--- src/hdl/sfcs_pkg.sv ---
// Constants, field layouts and carrier structs for the fieldbus register bank
// What this block does
// - Control bit 0 rising edge starts servo-on; held low in speed mode ramps down.
// - Control bit 1 low cancels pulses at once and inhibits power-on.
// - Control bit 2 low brakes fast, then cancels pulses, inhibits power-on.
// - Control bit 3 high allows operation; low inhibits it and cancels pulses.
// - Speed mode bit 4 runs ramp generator; low forces ramp output to zero.
// - Control bit 10 hands master control to the fieldbus master.
// - Speed mode bit 11 reverses rotation; reserved and ignored in torque mode.
// - With fieldbus source selected, servo-on and direction enables ignore terminals.
// - Relative positioning with immediate acceptance raises a positioning fault.
// - In torque mode a low ramp-stop bit does not stop the motor.
// - Status bits 0 to 9 report ready, fault, position, speed, limits, warning one.
// - Status bits 10 to 12 report warning two, referenced, second mode.
// - Simulation-select bits 0 to 9 put inputs 1 to 10 into simulation.
// - Simulation-value bits replace simulated terminal levels, edges included.
// - Speed mode input map fixes the role of each of the ten inputs.
package sfcs_pkg;
   localparam int unsigned DW = 16;
   localparam int unsigned AW = 16;
   localparam int unsigned NDI = 10;
   // Register addresses
   localparam logic [AW-1:0] ADDR_CTRL = 16'h9ca4;
   localparam logic [AW-1:0] ADDR_STAT = 16'h9cae;
   localparam logic [AW-1:0] ADDR_SIMSEL = 16'h9d59;
   localparam logic [AW-1:0] ADDR_SIMVAL = 16'h9d5b;
   // Reset values
   localparam logic [DW-1:0] CTRL_RST = 16'h0000;
   localparam logic [NDI-1:0] SIM_RST = 10'h000;
   // Control word fields
   localparam int unsigned CB_SON = 0;
   localparam int unsigned CB_COAST = 1;
   localparam int unsigned CB_QUICK = 2;
   localparam int unsigned CB_OPERATION_ENABLE = 3;
   localparam int unsigned CB_RAMP = 4;
   localparam int unsigned CB_IMMED = 5;
   localparam int unsigned CB_ABS = 6;
   localparam int unsigned CB_RESET = 7;
   localparam int unsigned CB_MASTER = 10;
   localparam int unsigned CB_REV = 11;
   localparam int unsigned CB_REF = 13;
   // Input terminal map in speed mode
   localparam int unsigned DI_SON = 0;
   localparam int unsigned DI_FAULT_RESET_INPUT = 1;
   localparam int unsigned DI_CWL = 2;
   localparam int unsigned DI_COUNTERCLOCKWISE_LIMIT = 3;
   localparam int unsigned DI_CWE = 4;
   localparam int unsigned DI_COUNTERCLOCKWISE_ENABLE = 5;
   localparam int unsigned DI_SPDA = 6;
   localparam int unsigned DI_SPDB = 7;
   localparam int unsigned DI_EMERGENCY_STOP = 8;
   localparam int unsigned DI_CMODE = 9;
   // Fast braking delay before pulse cancel, in ns
   localparam int unsigned CLK_NS = 4;
   localparam int unsigned QSTOP_NS = 1000;
   localparam int unsigned QSTOP_CYC = (QSTOP_NS + CLK_NS - 1) / CLK_NS;
   localparam int unsigned CW = 12;

   typedef enum logic [1:0] {
      SFCS_POSITION,
      SFCS_INTPOS,
      SFCS_SPEED,
      SFCS_TORQUE
   } sfcs_mode_e;

   // Register port request
   typedef struct packed {
      logic wr;
      logic rd;
      logic [AW-1:0] addr;
      logic [DW-1:0] wdata;
   } sfcs_req_s;

   // Drive state reported into the status word
   typedef struct packed {
      logic in_position;
      logic zero_speed;
      logic speed_reached;
      logic torque_limit_reached;
      logic speed_limit_reached;
      logic holding_brake;
      logic overload_level_reached;
      logic warning_one;
      logic warning_two;
      logic referenced;
      logic second_mode;
   } sfcs_drv_s;

   // Decoded commands to the drive core
   typedef struct packed {
      logic servo_on;
      logic pulse_enable;
      logic ramp_stop;
      logic quick_stop;
      logic ramp_enable;
      logic reverse;
      logic fieldbus_master;
      logic fault_ack;
      logic clockwise_enable;
      logic counterclockwise_enable;
      logic clockwise_limit;
      logic counterclockwise_limit;
      logic speed_select_a;
      logic speed_select_b;
      logic emergency_stop;
      logic mode_change;
      logic referencing_start;
   } sfcs_cmd_s;
endpackage

--- src/hdl/sfcs_regs.sv ---
// Fieldbus control and status register bank of the servo drive
`timescale 1ns/1ps
module sfcs_regs (
   input wire logic core_clk,
   input wire logic nrst,
   input wire logic clk_en,
   input wire sfcs_pkg::sfcs_req_s req,
   output logic [sfcs_pkg::DW-1:0] rdata,
   output logic rvalid,
   input wire sfcs_pkg::sfcs_mode_e mode,
   input wire logic control_source_select,
   input wire logic [sfcs_pkg::NDI-1:0] di_pins,
   input wire sfcs_pkg::sfcs_drv_s drv,
   input wire logic fault_in,
   output sfcs_pkg::sfcs_cmd_s cmd,
   output logic fault,
   output logic servo_ready
);
   import sfcs_pkg::*;

   ////////////////////////////////////////////////////////////////////////////
   // Reset release and pin synchronisers

   logic rst_a_r;
   logic rst_n;
   logic [NDI-1:0] di_m_r;
   logic [NDI-1:0] di_s_r;

   // Reset asserts at once but releases two edges late
   always_ff @(posedge core_clk or negedge nrst) begin
      if (!nrst) begin
         rst_a_r <= 1'b0;
         rst_n <= 1'b0;
      end else begin
         rst_a_r <= 1'b1;
         rst_n <= rst_a_r;
      end
   end

   // Terminals are asynchronous; second stage alone feeds logic
   always_ff @(posedge core_clk or negedge rst_n) begin
      if (!rst_n) begin
         di_m_r <= SIM_RST;
         di_s_r <= SIM_RST;
      end else if (clk_en) begin
         di_m_r <= di_pins;
         di_s_r <= di_m_r;
      end
   end

   ////////////////////////////////////////////////////////////////////////////
   // Register writes

   logic [DW-1:0] ctrl_r;
   logic [NDI-1:0] simsel_r;
   logic [NDI-1:0] simval_r;
   wire wr_ctrl = req.wr && (req.addr == ADDR_CTRL);
   wire wr_sel = req.wr && (req.addr == ADDR_SIMSEL);
   wire wr_val = req.wr && (req.addr == ADDR_SIMVAL);

   // Narrow registers keep only the ten input bits; upper bits read zero
   always_ff @(posedge core_clk or negedge rst_n) begin
      if (!rst_n) begin
         ctrl_r <= CTRL_RST;
         simsel_r <= SIM_RST;
         simval_r <= SIM_RST;
      end else if (clk_en) begin
         if (wr_ctrl) ctrl_r <= req.wdata;
         if (wr_sel) simsel_r <= req.wdata[NDI-1:0];
         if (wr_val) simval_r <= req.wdata[NDI-1:0];
      end
   end

   ////////////////////////////////////////////////////////////////////////////
   // Input simulation and source selection

   // Simulated inputs take the register bit, edges and all
   wire [NDI-1:0] di_eff = (simsel_r & simval_r) | (~simsel_r & di_s_r);
   wire is_speed = (mode == SFCS_SPEED);
   wire is_torque = (mode == SFCS_TORQUE);
   wire is_internal_positioning_mode = (mode == SFCS_INTPOS);
   wire bus_src = control_source_select;
   wire bus_master = ctrl_r[CB_MASTER];

   // Servo-on request: bus bit when the bus owns it, else terminal
   wire son_lvl = bus_src ? ctrl_r[CB_SON] : di_eff[DI_SON];

   ////////////////////////////////////////////////////////////////////////////
   // Drive sequence

   logic son_d_r;
   logic rst_d_r;
   logic fault_r;
   logic [CW-1:0] qcnt_r;
   logic [CW-1:0] qcnt_nxt;
   logic run_r;
   logic run_nxt;
   wire son_rise = son_lvl && !son_d_r;
   wire coast_n = ctrl_r[CB_COAST] && !(is_speed && di_eff[DI_EMERGENCY_STOP]);
   wire quick_n = ctrl_r[CB_QUICK];
   wire operation_enable = ctrl_r[CB_OPERATION_ENABLE];
   // Torque mode ignores a low ramp-stop level; only other stops act
   wire ramp_off = !son_lvl && !is_torque;
   wire ack = (bus_src && ctrl_r[CB_RESET]) ||
              (!bus_src && di_eff[DI_FAULT_RESET_INPUT]);
   // Relative positioning demands edge acceptance
   wire pos_err = is_internal_positioning_mode && ctrl_r[CB_IMMED] && !ctrl_r[CB_ABS];
   wire quick_done = (qcnt_r == CW'(QSTOP_CYC));

   // Run state: enable needs all stops clear; coast or inhibit drop at once
   always_comb begin
      run_nxt = run_r;
      qcnt_nxt = '0;
      if (!coast_n || !operation_enable || fault_r) begin
         run_nxt = 1'b0;
      end else if (!quick_n) begin
         qcnt_nxt = quick_done ? qcnt_r : qcnt_r + CW'(1);
         if (quick_done || !run_r) run_nxt = 1'b0;
      end else if (ramp_off && run_r) begin
         run_nxt = !drv.zero_speed;
      end else if (son_rise) begin
         run_nxt = 1'b1;
      end
   end

   // Fault set wins over the acknowledge in the same cycle
   always_ff @(posedge core_clk or negedge rst_n) begin
      if (!rst_n) begin
         son_d_r <= 1'b0;
         rst_d_r <= 1'b0;
         fault_r <= 1'b0;
         qcnt_r <= '0;
         run_r <= 1'b0;
      end else if (clk_en) begin
         son_d_r <= son_lvl;
         rst_d_r <= ack;
         qcnt_r <= qcnt_nxt;
         run_r <= run_nxt;
         if (fault_in || pos_err) fault_r <= 1'b1;
         else if (ack && !rst_d_r) fault_r <= 1'b0;
      end
   end

   ////////////////////////////////////////////////////////////////////////////
   // Command outputs

   wire [NDI-1:0] map = is_speed ? di_eff : SIM_RST;
   always_ff @(posedge core_clk or negedge rst_n) begin
      if (!rst_n) begin
         cmd <= '0;
      end else if (clk_en) begin
         cmd.servo_on <= run_r;
         cmd.pulse_enable <= run_r && coast_n && operation_enable;
         cmd.ramp_stop <= ramp_off && run_r;
         cmd.quick_stop <= !quick_n && run_r;
         cmd.ramp_enable <= is_speed && ctrl_r[CB_RAMP] && run_r;
         cmd.reverse <= is_speed && ctrl_r[CB_REV];
         cmd.fieldbus_master <= bus_master;
         cmd.fault_ack <= ack && !rst_d_r;
         cmd.clockwise_enable <= bus_src ? (is_speed && !ctrl_r[CB_REV])
                                         : map[DI_CWE];
         cmd.counterclockwise_enable <= bus_src ? (is_speed && ctrl_r[CB_REV])
                                                : map[DI_COUNTERCLOCKWISE_ENABLE];
         cmd.clockwise_limit <= map[DI_CWL];
         cmd.counterclockwise_limit <= map[DI_COUNTERCLOCKWISE_LIMIT];
         cmd.speed_select_a <= map[DI_SPDA];
         cmd.speed_select_b <= map[DI_SPDB];
         cmd.emergency_stop <= map[DI_EMERGENCY_STOP];
         cmd.mode_change <= map[DI_CMODE];
         cmd.referencing_start <= is_internal_positioning_mode && bus_src && ctrl_r[CB_REF];
      end
   end

   ////////////////////////////////////////////////////////////////////////////
   // Status word and read port

   wire [DW-1:0] stat = {3'h0, drv.second_mode, drv.referenced,
                         drv.warning_two, drv.warning_one,
                         drv.overload_level_reached, drv.holding_brake,
                         drv.speed_limit_reached, drv.torque_limit_reached,
                         drv.speed_reached, drv.zero_speed, drv.in_position,
                         fault_r, coast_n && quick_n && !fault_r};
   logic [DW-1:0] rmux;
   always_comb begin
      case (req.addr)
         ADDR_CTRL: rmux = ctrl_r;
         ADDR_STAT: rmux = stat;
         ADDR_SIMSEL: rmux = {6'h00, simsel_r};
         ADDR_SIMVAL: rmux = {6'h00, simval_r};
         default: rmux = 16'h0000;
      endcase
   end

   // Read data registered one cycle after the strobe
   always_ff @(posedge core_clk or negedge rst_n) begin
      if (!rst_n) begin
         rdata <= '0;
         rvalid <= 1'b0;
         fault <= 1'b0;
         servo_ready <= 1'b0;
      end else if (clk_en) begin
         rvalid <= req.rd;
         if (req.rd) rdata <= rmux;
         fault <= fault_r;
         servo_ready <= stat[0];
      end
   end
endmodule

--- config.mk ---
export PLATFORM = sky130hd
export DESIGN_NAME = sfcs_regs
export DESIGN_NICKNAME = d
export VERILOG_FILES = /design/src/hdl/sfcs_pkg.sv /design/src/hdl/sfcs_regs.sv
export SDC_FILE = /design/constraint.sdc
export NUM_CORES = 1
export LEC_CHECK = 0
export BUFFER_PORTS_ARGS = -buffer_cell sky130_fd_sc_hd__buf_2
export CAP_MARGIN = 10
export CORE_ASPECT_RATIO = 1.5
export CORE_MARGIN = 5
export CORE_UTILIZATION = 59
export CTS_CLUSTER_DIAMETER = 40
export DETAILED_ROUTE_END_ITERATION = 10
export PLACE_DENSITY = 0.8
export SYNTH_ARGS = -nofsm -noshare
export SYNTH_HDL_FRONTEND = slang
export SYNTH_SLANG_ARGS = --single-unit
--- constraint.sdc ---
create_clock -name core_clk -period 4.9 [get_ports core_clk]
set_input_delay 1.225 -clock core_clk [delete_from_list [all_inputs] [get_ports core_clk]]
set_output_delay 1.225 -clock core_clk [all_outputs]
set_load 0.005 [all_outputs]
==> results.json <==
{
  "synth_edf_count": 0,
  "start_util_pct": 60.1,
  "cts_hold_buffers": 0,
  "seq_area_frac_synth_pct": 54.7,
  "maxCapViolCount": 0,
  "yosys.area.top_type": "dfrtp_1",
  "grt-ovfl-total": 0,
  "syn_area_per_cell_sq_um": 12.2,
  "viasPerCell": 5.94,
  "async_reset_ff_share_pct": 100,
  "grt_antenna_before_repair": 1,
  "cts_sinks": 110,
  "clk_pin_slew_ns": 0.07,
  "regToRegSetupSlack_ns": 2.88,
  "grt_max_degree": 62,
  "cts-htree-levels": 3,
  "cts_resized": 0,
  "placed_cells": 600,
  "critPathCaptureType": "register",
  "grtUsageTotal_pct": 24.5,
  "die_area_sq_um": 10500,
  "regToRegStartpoint": "simsel_r[8]",
  "rsz0062_at_grt": "no",
  "drtAntennaViolNets": 0,
  "dpl.hpwl_mm": 8.81,
  "synth_nets": 475,
  "p_per_area_nw_per_um2": 315,
  "run_status": "finished, final reports clean",
  "synth_area_leaders": "dfrtp_1, mux2_2, o21ai_0",
  "dpl_worst_slack_ns": 1.61,
  "fin_skew_ns": 0.00952,
  "slowest_stage": "and4_1",
  "rows": 41,
  "synth_cells": 411,
  "clk_latency_ns": 0.35,
  "final_cell_count_no_fill": 617,
  "core_area_sq_um": 8360,
  "cp.required_ns": 5.13,
  "drtIter0Drc": 222,
  "netlist-cell-type-count": 46,
  "crit_fanout": 12,
  "peakVddDrop_v": 0.000254,
  "routed_wl_mm": 12.1,
  "ff2ff_path_depth": 5,
  "startpoint_type": "primary input",
  "slowest_delay_ns": 0.56,
  "first_pass_iters": 4,
  "hp-class": "register to async pin",
  "portBuffers": 97,
  "areaGrowthSynthToFinish_pct": 17.7,
  "synth_ff_type": "dfrtp_1",
  "path_cells": "buf_2 -> nor4bb_1 -> and4_1 -> nand3_1 -> nor2_4 -> mux2_2",
  "drive_gt1_share_pct": 38.1,
  "timing.final.crit_share_pct": 59.6,
  "cp-startpoint": "req[21]",
  "crit_arrival_ns": 3.15,
  "drcViolationCount": 0,
  "rr_endpoint": "qcnt_r[0]",
  "setup_tns_ns": 0,
  "numCtsBuffers": 9,
  "final-seq-area_sq_um": 2760,
  "maxSlewHeadroom_pct": 33.9,
  "wl_per_cell_um": 19.6,
  "drv_slew": 0,
  "ys_warn_count": 0,
  "cts_setup_buffers": 0,
  "grt_pass1_wl_mm": 19.9,
  "gp_congestion": 0.859,
  "timing.fmax_mhz": 342,
  "critPathCapture": "simsel_r[7]",
  "cts-root-buf": "clkbuf_16",
  "hold_viol_final": 0,
  "grt_pass1_vias": 3816,
  "power_leakage_uw": 0.00286,
  "dieHeight_um": 123,
  "num-nets-final": 568,
  "multi_input_area_sq_um": 2170,
  "fp.dieW_um": 85.4,
  "cts.path.max_buffers": 2,
  "min_period_ns": 2.92,
  "ys_seq_elements": 110,
  "fillCellCount": 605,
  "setup_violations": 0,
  "path_class": "primary input to register",
  "synth_top_area_share_pct": 54.7,
  "vias": 3666,
  "fin_ws_ns": 1.98,
  "cts_tree": "yes",
  "worst-slew-pin-transition_ns": 0.990,
  "ios": 98,
  "syn-cell-area_sq_um": 5030
}
-- worst min path at each step --
stage | slack [ns] | startpoint | depth (start not counted) | end
global route | 0.38 | rst_a_r | 0 | rst_n
global placement | 0.34 | rst_a_r | 0 | rst_n
floorplan | 0.33 | rst_a_r | 0 | rst_n
CTS | 0.35 | rst_a_r | 0 | rst_n
detailed placement | 0.34 | rst_a_r | 0 | rst_n
finish | 0.35 | rst_n | 0 | di_m_r[0]
-- placed cells by master, fill, tap and decap left out, types with 2 or more instances in the layout --
master     Yosys  routed
and2_1         3       3
o31ai_1        9       9
mux2_2        61      61
nor2b_1        7       7
nor2_1         4       4
mux2_4        10      10
and3_1         5       5
a22oi_1       14      14
nand2_1       44      44
o21a_1         2       2
buf_4          0       3
nand3_1       10      10
nand2b_1       2       2
and4_1         3       3
ha_1           2       2
inv_1          7       7
nand4_1        3       3
nand3b_1       2       2
o2bb2ai_1     11      11
nor4bb_1       3       3
a22o_1         9       9
a21oi_1        2       2
clkbuf_8       0       3
clkbuf_16      0       9
o21ai_0       39      39
buf_2          3      97
dfrtp_1      110     109
mux2i_1       13      13
-- critical path, delay by kind of cell --
kind                   cells  cell delay, ns
buffers and inverters      1            0.10
AND/OR/NAND/NOR            4            1.44
multiplexers               1            0.38
-- metal layers --
metal  wire length, um  global-route usage, %  vias up
met2              6140                   40.7      124
met4               413                   10.1        2
li1                  -                      -     1705
met5                12                      0        -
met3               755                   4.87       29
met1              4760                   31.3     1806
-- flip-flops by register name (all words and copies together), names as in the netlist, 10 cells and up --
register	cells
ctrl_r	16
cmd	17
qcnt_r	12
di_m_r	10
simsel_r	10
rdata	16
simval_r	10
di_s_r	10
-- final cells by class --
| type | instances | area share (%) |
|---|---|---|
| diodes | 1 | 0.0423 |
| well taps | 107 | 2.26 |
| flip-flops and latches | 110 | 46.6 |
| repair buffers | 100 | 8.59 |
| clock buffers | 12 | 4.50 |
| inverters | 7 | 0.444 |
| multi-input cells | 276 | 36.7 |
| clock inverters | 4 | 0.888 |
-- stage by stage --
step	power, uW	util [%]	hold slack (ns)	cell area (sq um)
2_1_floorplan	1050	-	0.331	5030
3_3_place_gp	1110	66.9	0.337	5600
3_5_place_dp	1120	66.9	0.336	5600
4_1_cts	1880	70.7	0.352	5910
5_1_grt	1930	70.7	0.376	5910
6_report	1860	70.8	0.346	5920
-- Yosys cell counts (3+ instances only) --
| master | instances |
|---|---|
| buf_1 | 3 |
| nand4_1 | 3 |
| buf_2 | 3 |
| a22o_1 | 9 |
| o21ai_0 | 39 |
| o2bb2ai_1 | 11 |
| and3_1 | 5 |
| inv_1 | 7 |
| nand3_1 | 10 |
| clkbuf_1 | 11 |
| dfrtp_1 | 110 |
| nor4bb_1 | 3 |
| mux2i_1 | 13 |
| nand2_1 | 44 |
| and4_1 | 3 |
| and2_1 | 3 |
| nor2b_1 | 7 |
| mux2_4 | 10 |
| nor2_1 | 4 |
| a22oi_1 | 14 |
| mux2_2 | 61 |
| o31ai_1 | 9 |
-- logic make-up after synthesis --
group / after synthesis / synth area share, %
flip-flops: 110 / 54.7
AND/OR/NAND/NOR: 96 / 10.9
AO/OA/AOI/OAI: 92 / 12.3
multiplexers: 84 / 19.2
buffers and inverters: 25 / 2.09
adder cells (fa/ha/maj): 2 / 0.498
other: 1 / 0.0746
XOR/XNOR: 1 / 0.174
-- power breakdown --
| part | leakage [uW] | switching (uW) | internal [uW] |
|---|---|---|---|
| logic | 0.00123 | 68.9 | 61.6 |
| clock network | 0.000159 | 326 | 440 |
| registers | 0.00147 | 25.8 | 940 |
(Power assumes the default switching activity.)
